===== config.mk =====
export PLATFORM = sky130hd
export DESIGN_NAME = dlc_regs
export DESIGN_NICKNAME = d
export VERILOG_FILES = /design/src/pkg/dlc_pkg.sv /design/src/hw/dlc_regs.sv
export VERILOG_INCLUDE_DIRS = /design/src /design/src/pkg
export SDC_FILE = /design/constraint.sdc
export NUM_CORES = 1
export LEC_CHECK = 0
export ABC_AREA = 1
export BUFFER_PORTS_ARGS = -buffer_cell sky130_fd_sc_hd__buf_2
export CAP_MARGIN = 20
export CORE_MARGIN = 2
export CORE_UTILIZATION = 45
export CTS_BUF_LIST = sky130_fd_sc_hd__clkbuf_16
export DETAILED_ROUTE_END_ITERATION = 7
export HOLD_SLACK_MARGIN = 0.1
export PLACE_DENSITY = 0.86
export SYNTH_ARGS = -nofsm -noshare
export SYNTH_HDL_FRONTEND = slang
export SYNTH_SLANG_ARGS = --single-unit

===== constraint.sdc =====
create_clock -name clock_i -period 2.5 [get_ports clock_i]
set_clock_uncertainty 0.1 [all_clocks]
set_input_delay 0.25 -clock clock_i [delete_from_list [all_inputs] [get_ports clock_i]]
set_output_delay 0.25 -clock clock_i [all_outputs]
set_load 0.05 [all_outputs]

===== src/pkg/dlc_params.svh =====
`ifndef DLC_PARAMS_SVH
`define DLC_PARAMS_SVH
// word offsets as printed; bus byte address is four times these
`define DLC_IDX_GEN_CFG 8'h03
`define DLC_IDX_EQ_GAIN 8'h04
`define DLC_IDX_RSVD 8'h05
`define DLC_IDX_FAR_ADDR 8'h06
`define DLC_IDX_FAR_ALIAS 8'h07
`define DLC_IDX_IRQ_STAT 8'h10
`define DLC_IDX_IRQ_MASK 8'h11
`define DLC_IDX_STATUS 8'h12
// general config fields
`define DLC_BIT_PAR_CHK 7
`define DLC_BIT_CRC_GEN 6
`define DLC_BIT_IO_AUTO 5
`define DLC_BIT_IO_LVL 4
`define DLC_BIT_PASS 3
`define DLC_BIT_EARLY_ACK 2
`define DLC_BIT_PAR_CLR 1
`define DLC_BIT_EDGE 0
// reset values
`define DLC_RST_GEN_CFG 8'hE9
`define DLC_RST_EQ_GAIN 8'h00
`define DLC_RST_FAR_ADDR 7'h0C
`define DLC_RST_FAR_ALIAS 7'h00
// interrupt status bits
`define DLC_IRQ_PAR_ERR 0
`define DLC_IRQ_ADDR_LOAD 1
`define DLC_IRQ_ALIAS_HIT 2
`endif


===== src/pkg/dlc_pkg.sv =====
package dlc_pkg;
   // mapped i2c request toward the link
   typedef struct packed {
      logic valid;
      logic [6:0] addr;
      logic remote;
      logic early_ack;
   } dlc_i2c_fwd_t;
   // config outputs collected
   typedef struct packed {
      logic par_chk_en;
      logic crc_gen_en;
      logic io_supply_autodetect;
      logic io_supply_level;
      logic pass_en;
      logic pixel_strobe_edge_select;
      logic [7:0] eq_gain;
   } dlc_cfg_t;
   typedef enum logic [1:0] {
      DLC_IDLE = 2'b01,
      DLC_RESP = 2'b10
   } dlc_bus_st_t;
endpackage : dlc_pkg


===== src/hw/dlc_regs.sv =====
`timescale 1ns/10ps
`include "dlc_params.svh"
// How it works
// - general config bit 7 gates forward parity errors into the sticky flag, not into irq status; resets one.
// - bit 6 enables back-channel CRC generation; resets one.
// - bit 5 selects supply autodetect; else bit 4 picks 3.3V or 1.8V.
// - bit 3 enables i2c forwarding to the remote side; resets enabled.
// - bit 2 acknowledges remote writes at once; resets cleared.
// - early-acked writes are remapped to the far serializer address.
// - writing one to bit 1 clears parity error; self-clears; zero no effect.
// - bit 0 selects strobe edge: one falling (reset), zero rising.
// - far address bits 7:1 load from forward channel; reset 0x0C.
// - far address bit 0 freezes loading at the written value.
// - incoming i2c address compared with alias at 0x07; resets zero.
// - alias match replaces address with far serializer address.
// - alias zero disables matching entirely.
module dlc_regs (
   input wire logic clock_i,
   input wire logic rst_i,
   input wire logic [7:0] avs_address_i,
   input wire logic avs_read_i,
   input wire logic avs_write_i,
   input wire logic [31:0] avs_writedata_i,
   input wire logic [3:0] avs_byteenable_i,
   output logic [31:0] avs_readdata_o,
   output logic avs_waitrequest_o,
   output logic [1:0] avs_response_o,
   input wire logic fwd_addr_valid_i,
   input wire logic [6:0] fwd_addr_i,
   input wire logic parity_err_i,
   input wire logic adaptive_equalizer_bypass_i,
   input wire logic i2c_req_i,
   input wire logic [6:0] i2c_addr_i,
   input wire logic i2c_write_i,
   output dlc_pkg::dlc_cfg_t cfg_o,
   output logic [7:0] eq_applied_o,
   output logic parity_err_o,
   output dlc_pkg::dlc_i2c_fwd_t fwd_o,
   output logic irq_o
);
   import dlc_pkg::*;

   dlc_bus_st_t st_r;
   logic [7:0] gen_r;
   logic [7:0] eq_r;
   logic [6:0] far_device_address_r;
   logic hold_far_address_r;
   logic [6:0] far_address_alias_r;
   logic [2:0] irq_stat_r;
   logic [2:0] irq_mask_r;
   logic par_err_r;
   logic [31:0] rdata_r;
   logic [1:0] resp_r;
   dlc_i2c_fwd_t fwd_r;
   dlc_cfg_t cfg_r;
   logic [7:0] eq_app_r;
   logic irq_r;

   // address decode: word address is byte address over four
   wire logic [5:0] idx = avs_address_i[7:2];
   wire logic lane0 = avs_byteenable_i[0];
   wire logic take = (st_r == DLC_IDLE) && (avs_read_i || avs_write_i);
   // a write lands only at the edge where waitrequest is sampled low
   wire logic wr = (st_r == DLC_RESP) && avs_write_i && lane0;
   wire logic [7:0] wd = avs_writedata_i[7:0];
   wire logic hit_gen = idx == 6'(`DLC_IDX_GEN_CFG);
   wire logic hit_eq = idx == 6'(`DLC_IDX_EQ_GAIN);
   wire logic hit_rsvd = idx == 6'(`DLC_IDX_RSVD);
   wire logic hit_far = idx == 6'(`DLC_IDX_FAR_ADDR);
   wire logic hit_alias = idx == 6'(`DLC_IDX_FAR_ALIAS);
   wire logic hit_ist = idx == 6'(`DLC_IDX_IRQ_STAT);
   wire logic hit_imk = idx == 6'(`DLC_IDX_IRQ_MASK);
   wire logic hit_sts = idx == 6'(`DLC_IDX_STATUS);
   wire logic hit_any = hit_gen | hit_eq | hit_rsvd | hit_far | hit_alias |
                        hit_ist | hit_imk | hit_sts;

   // parity clear strobe; the stored bit never holds the one
   wire logic par_clr = wr && hit_gen && wd[`DLC_BIT_PAR_CLR];
   // software write to far address wins over the link load that cycle
   wire logic far_sw = wr && hit_far;
   wire logic far_load = fwd_addr_valid_i && !hold_far_address_r && !far_sw;

   // alias decode; zero alias never matches
   wire logic alias_hit = (far_address_alias_r != 7'h00) &&
                          (i2c_addr_i == far_address_alias_r);
   wire logic pass_on = gen_r[`DLC_BIT_PASS];
   wire logic early = gen_r[`DLC_BIT_EARLY_ACK] && i2c_write_i;
   wire logic fwd_go = i2c_req_i && pass_on && alias_hit;

   // readback mux, reserved and unmapped words read zero
   wire logic [7:0] rd_byte =
      hit_gen ? gen_r :
      hit_eq ? eq_r :
      hit_far ? {far_device_address_r, hold_far_address_r} :
      hit_alias ? {far_address_alias_r, 1'b0} :
      hit_ist ? {5'h00, irq_stat_r} :
      hit_imk ? {5'h00, irq_mask_r} :
      hit_sts ? {7'h00, par_err_r} : 8'h00;

   // interrupt events
   wire logic [2:0] ev = {fwd_go, far_load, parity_err_i};
   wire logic [2:0] ist_clr = (wr && hit_ist) ? wd[2:0] : 3'h0;
   // set wins over clear
   wire logic [2:0] ist_nxt = (irq_stat_r & ~ist_clr) | ev;

   // bus handshake: one wait cycle, then answer
   always_ff @(posedge clock_i or posedge rst_i) begin
      if (rst_i) begin
         st_r <= DLC_IDLE;
      end else if (take) begin
         st_r <= DLC_RESP;
      end else begin
         st_r <= DLC_IDLE;
      end
   end

   // read data and response latch at request take
   always_ff @(posedge clock_i or posedge rst_i) begin
      if (rst_i) begin
         rdata_r <= 32'h0000_0000;
         resp_r <= 2'h0;
      end else if (take) begin
         rdata_r <= avs_read_i ? {24'h00_0000, rd_byte} : 32'h0000_0000;
         resp_r <= hit_any ? 2'h0 : 2'h3; // decode error for unmapped
      end
   end

   // general config; bit 1 always stored as zero
   always_ff @(posedge clock_i or posedge rst_i) begin
      if (rst_i) begin
         gen_r <= `DLC_RST_GEN_CFG;
      end else if (wr && hit_gen) begin
         gen_r <= wd & ~(8'h01 << `DLC_BIT_PAR_CLR);
      end
   end

   // eq gain, alias, mask
   always_ff @(posedge clock_i or posedge rst_i) begin
      if (rst_i) begin
         eq_r <= `DLC_RST_EQ_GAIN;
         far_address_alias_r <= `DLC_RST_FAR_ALIAS;
         irq_mask_r <= 3'h0;
      end else begin
         if (wr && hit_eq) eq_r <= wd;
         if (wr && hit_alias) far_address_alias_r <= wd[7:1];
         if (wr && hit_imk) irq_mask_r <= wd[2:0];
      end
   end

   // far address: software write or auto-load from the link
   always_ff @(posedge clock_i or posedge rst_i) begin
      if (rst_i) begin
         far_device_address_r <= `DLC_RST_FAR_ADDR;
         hold_far_address_r <= 1'b0;
      end else if (far_sw) begin
         far_device_address_r <= wd[7:1];
         hold_far_address_r <= wd[0];
      end else if (far_load) begin
         far_device_address_r <= fwd_addr_i;
      end
   end

   // sticky parity error; new error beats the clear
   always_ff @(posedge clock_i or posedge rst_i) begin
      if (rst_i) begin
         par_err_r <= 1'b0;
      end else if (parity_err_i && gen_r[`DLC_BIT_PAR_CHK]) begin
         par_err_r <= 1'b1;
      end else if (par_clr) begin
         par_err_r <= 1'b0;
      end
   end

   // interrupt status and line
   always_ff @(posedge clock_i or posedge rst_i) begin
      if (rst_i) begin
         irq_stat_r <= 3'h0;
         irq_r <= 1'b0;
      end else begin
         irq_stat_r <= ist_nxt;
         irq_r <= |(ist_nxt & irq_mask_r);
      end
   end

   // remapped request to the link, one cycle after the local request
   always_ff @(posedge clock_i or posedge rst_i) begin
      if (rst_i) begin
         fwd_r <= '0;
      end else begin
         fwd_r.valid <= fwd_go;
         fwd_r.addr <= far_device_address_r;
         fwd_r.remote <= fwd_go;
         fwd_r.early_ack <= fwd_go && early;
      end
   end

   // config outputs registered; applied eq gain only when adaptive loop bypassed
   always_ff @(posedge clock_i or posedge rst_i) begin
      if (rst_i) begin
         cfg_r <= '0;
         eq_app_r <= 8'h00;
      end else begin
         cfg_r.par_chk_en <= gen_r[`DLC_BIT_PAR_CHK];
         cfg_r.crc_gen_en <= gen_r[`DLC_BIT_CRC_GEN];
         cfg_r.io_supply_autodetect <= gen_r[`DLC_BIT_IO_AUTO];
         cfg_r.io_supply_level <= gen_r[`DLC_BIT_IO_LVL];
         cfg_r.pass_en <= pass_on;
         cfg_r.pixel_strobe_edge_select <= gen_r[`DLC_BIT_EDGE];
         cfg_r.eq_gain <= eq_r;
         eq_app_r <= adaptive_equalizer_bypass_i ? eq_r : 8'h00;
      end
   end

   assign avs_waitrequest_o = (st_r == DLC_IDLE) ? 1'b1 : 1'b0;
   assign avs_readdata_o = rdata_r;
   assign avs_response_o = resp_r;
   assign cfg_o = cfg_r;
   assign eq_applied_o = eq_app_r;
   assign parity_err_o = par_err_r;
   assign fwd_o = fwd_r;
   assign irq_o = irq_r;
endmodule : dlc_regs


### Yosys cells after proc, flatten, opt, wreduce, memory -nomap -nowiden

Cells that the tools add are included.
Widths: inputs -> output; s select.

* input bits: 67
* logic and storage cells: 87
* bits in latches: 0
* output and inout port bits: 69
* memories kept: 0
* bits in read-only memories: 0
* flip-flop bits (word level): 105
* memory bits (writable): 0

* shift-type cells: 0
* div/mod/pow operators: 0
* bitwise gates (word level): 11
* reduce and logical (&&, ||, !) cells: 25
* multiplexer cells: 17
* order comparisons: 0
* $add $sub $neg: 0
* eq/ne operators: 11
* $mul: 0

Operators with widths (number)
* $mux 8: 6
* $eq 6x3->1 const B: 4
* $eq 6x5->1 const B: 3
* $logic_and 1x1->1: 18
* $mux 7: 2
* $mux 3: 3
* $eq 7x7->1: 1
* $or 1x1->1: 7
* $reduce_bool 7->1: 1
* $and 3x3->3: 2
* $eq 6x2->1 const B: 1
* $mux 1: 4
* $mux 2: 2
* $reduce_bool 2->1: 2
* $not 3->3: 1
* $or 3x3->3: 1
* $reduce_or 3->1: 1
* $eq 2x1->1 const B: 1
* $eq 2x2->1 const B: 1
* $logic_not 1->1: 2
* $logic_or 1x1->1: 1

### Depth between registers and ports, before layout

* depth in word-level cells: 10
* mapped depth: 9

### Least setup slack after synthesis

No wires, ideal clock.

* path type: reg2reg
* start: reg st_r[0]
* end: reg resp_r[0], in the netlist avs_response_o[0]
* setup time: 0.118 ns
* data required time: 2.282 ns
* slack: 0.572 ns
* stages on the path, launching flop included: 7
* arrival time: 1.710 ns
* cells stage by stage: dfstp_2 > inv_1 > nor2_2 > o21ai_0 > clkbuf_1 > nand2_1 > nand2_1

* cells in the longest elaborated chain, start to end: 2

Ends and longest elaborated chain
* from (decl): line dlc_regs.sv:43 `dlc_bus_st_t st_r;`
* from (signal assigned): line dlc_regs.sv:109 `st_r <= DLC_IDLE;`
* from (signal assigned): line dlc_regs.sv:111 `st_r <= DLC_RESP;`
* from (signal assigned): line dlc_regs.sv:113 `st_r <= DLC_IDLE;`
* $eq 2x1->1: line dlc_regs.sv:62 `wire logic take = (st_r == DLC_IDLE) && (avs_read_i || avs_write_i);`
* $logic_and 1x1->1: line dlc_regs.sv:62
* to (signal assigned): line dlc_regs.sv:124 `resp_r <= hit_any ? 2'h0 : 2'h3;`
* to (decl): line dlc_regs.sv:53 `logic [1:0] resp_r;`

Every way passes these cells.
A chain may end at the register's enable or synchronous reset.

### Worst setup path after layout

* start: reg st_r[0]
* end: reg far_device_address_r[5]

* cells in the longest elaborated chain, start to end: 7
* elaborated cells between the ends (all ways): 8

Ends and longest elaborated chain
* $eq 2x2->1 *: line dlc_regs.sv:64 `wire logic wr = (st_r == DLC_RESP) && avs_write_i && lane0;`
* $logic_and 1x1->1 * (2 in series): line dlc_regs.sv:64
* $logic_and 1x1->1 *: line dlc_regs.sv:80 `wire logic far_sw = wr && hit_far;`
* $logic_not 1->1: line dlc_regs.sv:81 `wire logic far_load = fwd_addr_valid_i && !hold_far_address_r && !far_sw;`
* $logic_and 1x1->1: line dlc_regs.sv:81
* $reduce_bool 2->1 (no source line)
* to (signal assigned): line dlc_regs.sv:153 `` far_device_address_r <= `DLC_RST_FAR_ADDR; ``
* to (signal assigned): line dlc_regs.sv:156 `far_device_address_r <= wd[7:1];`
* to (signal assigned): line dlc_regs.sv:159 `far_device_address_r <= fwd_addr_i;`
* to (decl): line dlc_regs.sv:46 `logic [6:0] far_device_address_r;`

Every way passes the cells marked *; elsewhere a longest branch is shown, timed or not.

==> impl_metrics.toml <==
[run_status]
status = "completed"

[floorplan]
die_w_um = 94.8
initial_core_util_pct = 45.8
core_um2 = 8090
row_count = 33
fp.dieH_um = 94.8
io_pins = 136
dieArea_um2 = 8980

[clocking]
clock-sinks = 80
ctsResizeCount = 0
hold_buffers = 18
insertion_delay_ps = 330
cts_tree = "done"
cts_root_buf = "clkbuf_16"
htree_levels = 3
cts_inserted_buffers = 9
postCtsSetupBuffers = 0
cts.clk_slew.worst_paths_ps = 60
clockBufferDepth = 2

[power_and_ir_drop]
pwr-share-comb_pct = 20.8
p_leak_nw = 2.59
seqPwrFrac_pct = 44.3
peakVddDrop_uv = 328
p_sw_mw = 1.03
power.internal_mw = 2.20
swShare_pct = 32.0
power_density_nw_per_um2 = 707
pwr-share-clk_pct = 34.9

[setup_path]
crit_path_end_kind = "register"
cp.arrival_ps = 2270
cp_max_fo = 8
critPathLaunchType = "register"
worst-setup-path-type = "register to register"
worst_ep_required_time_ps = 2670
rr_worst_depth = 9

[flow_run]
cap_violations = 0

[synthesis]
synthMuxAreaShare_pct = 0
synth_compound_area_share_pct = 8.37
netlist_instances = 413
ys_ff_latch = 80
synthAdderAreaFrac_pct = 0
synth_seq_area_share_pct = 54.3
yosys.area.top_type_share_pct = 48.6
synth_xor_area_share_pct = 0.472
synth-simple-area-share_pct = 25.3
synth_top_family_by_area = "simple AND/OR/NAND/NOR gates"
avgSynthCellArea_um2 = 8.98
post_synth_num_cell_types = 33
yosysWarnings = 0
synth_area_leader_cell = "dfrtp_1"
syn_area_um2 = 3710
netlist_top_cells_area = "dfrtp_1 49%, nand2_1 13%, dfstp_2 5.7%"

[sta]
hold_violations = 0
fin_crit_ps = 2100
tns_ps = 0
drv_slew = 0
setup_ws_ps = 397
finalSetupViolCount = 0
fmax_mhz = 476
fin_hold_ws_ps = 133
fin_crit_sh_pct = 84.1
rsz0062_at_grt = "false"

[drt]
drtIter0Drc = 203
first_pass_iters = 5
wl_um = 8140
wl_per_cell_um = 13.0
vias_per_cell = 4.79
antenna_left = 0
vias = 3007
drc = 0

[cells_and_area]
final_cell_mix = "128 x nand2_1, 82 x buf_2, 72 x dfrtp_1"
n_antenna_cell = 0
final_core_util_pct = 56.4
final_common_cell = "nand2_1"
area_growth_syn_to_layout_pct = 23.2
fillCellCount = 764
final_cell_count_no_fill = 628
fin_nets = 585
drive_above_1_share_pct = 27.2

[global_routing]
grt_antenna_before_repair = 0
grt_max_degree = 44
grt_pass1_vias = 2825
grt_usage_pct = 19.9
grt.overflow.total = 0
grt_pass1_wl_um = 13400

[place]
dp_hpwl_um = 6160
dp_cells = 594
preCtsSetupSlack_ps = 801
portBuffers = 82
place.gp.congestion = 0.929

[worst_hold_path]
whs_path_depth = 3
hold_class = "input port to register"
metal layers:
layer / vias to the layer above / wire length [µm] / GRT usage, %
li1: 1473 / - / -
met1: 1392 / 3530 / 27.5
met2: 128 / 3810 / 30.7
met3: 14 / 667 / 4.55
met4: 0 / 130 / 7.49
met5: - / 0 / 0
power groups by stage:
stage | registers (mW) | logic, mW | clock network, mW
after floorplan | 1.57 | 0.391 | 0
after global placement | 1.45 | 0.639 | 0
after detailed placement | 1.45 | 0.648 | 0
after CTS | 1.43 | 0.677 | 1.16
after global routing | 1.44 | 0.734 | 1.22
final | 1.43 | 0.672 | 1.13
area by class of cell:
type                    instances  area, µm²  area share, %
inverters                      48        183           4.00
multi-input cells             276       1360           29.7
repair buffers                103        626           13.7
clock buffers                   9        225           4.93
well taps                     105        131           2.88
clock inverters                 7       32.5          0.712
flip-flops and latches         80       2010           44.1
per-stage QoR:
step | instance area [µm²] | power (mW)
6_report | 4570 | 3.23
5_1_grt | 4570 | 3.40
4_1_cts | 4570 | 3.27
3_5_place_dp | 4130 | 2.10
3_3_place_gp | 4130 | 2.09
2_1_floorplan | 3790 | 1.96
worst max-delay path: stages, from the launching register on:
cell	delay (ps)
dfstp_2	510
inv_1	50
nand4_1	80
inv_2	130
nand3_4	150
inv_4	70
nor2_2	240
nand2_1	90
nand3_1	80
dlygate4sd3_1	540
kinds of logic (layout without fill, tap and decap cells):
| group | count (synthesis) | after routing |
|---|---|---|
| simple gates | 202 | 202 |
| buf+inv | 80 | 167 |
| xor+xnor | 2 | 2 |
| flops | 80 | 80 |
| other cells | 1 | 24 |
| compound gates | 48 | 48 |
sequential cells by signal (all words and copies together), names as in the netlist:
signal and count:
far_device_address_r 7, avs_response_o 1, st_r 2, eq_r 8, irq_mask_r 3, fwd_o 9
cfg_o 14, gen_r 7, eq_applied_o 8, irq_stat_r 3, avs_readdata_o 8, parity_err_o 1
hold_far_address_r 1, irq_o 1, far_address_alias_r 7
Yosys cell counts, drive strengths merged:
master  instances
nand2         132
dfrtp          72
inv            48
o21ai          32
buf            30
nand3          30
nor2           29
a21oi          10
dfstp           8
nand4           5
o211ai          5
nor3            4
clkbuf          2
xnor2           2
and3            1
conb            1
nand3b          1
o22ai           1
final timing paths:
kind	to	startpoint	slack (ps)
max reg2reg	far_device_address_r[5]	st_r[0]	400
max in group asynchronous	far_device_address_r[2]	rst_i	1330
min reg2reg	cfg_o[11]	gen_r[5]	310
max	far_device_address_r[5]	st_r[0]	400
min in group asynchronous	cfg_o[11]	rst_i	300
min	gen_r[7]	avs_writedata_i[7]	130
Power figures use the tool's default switching activity.
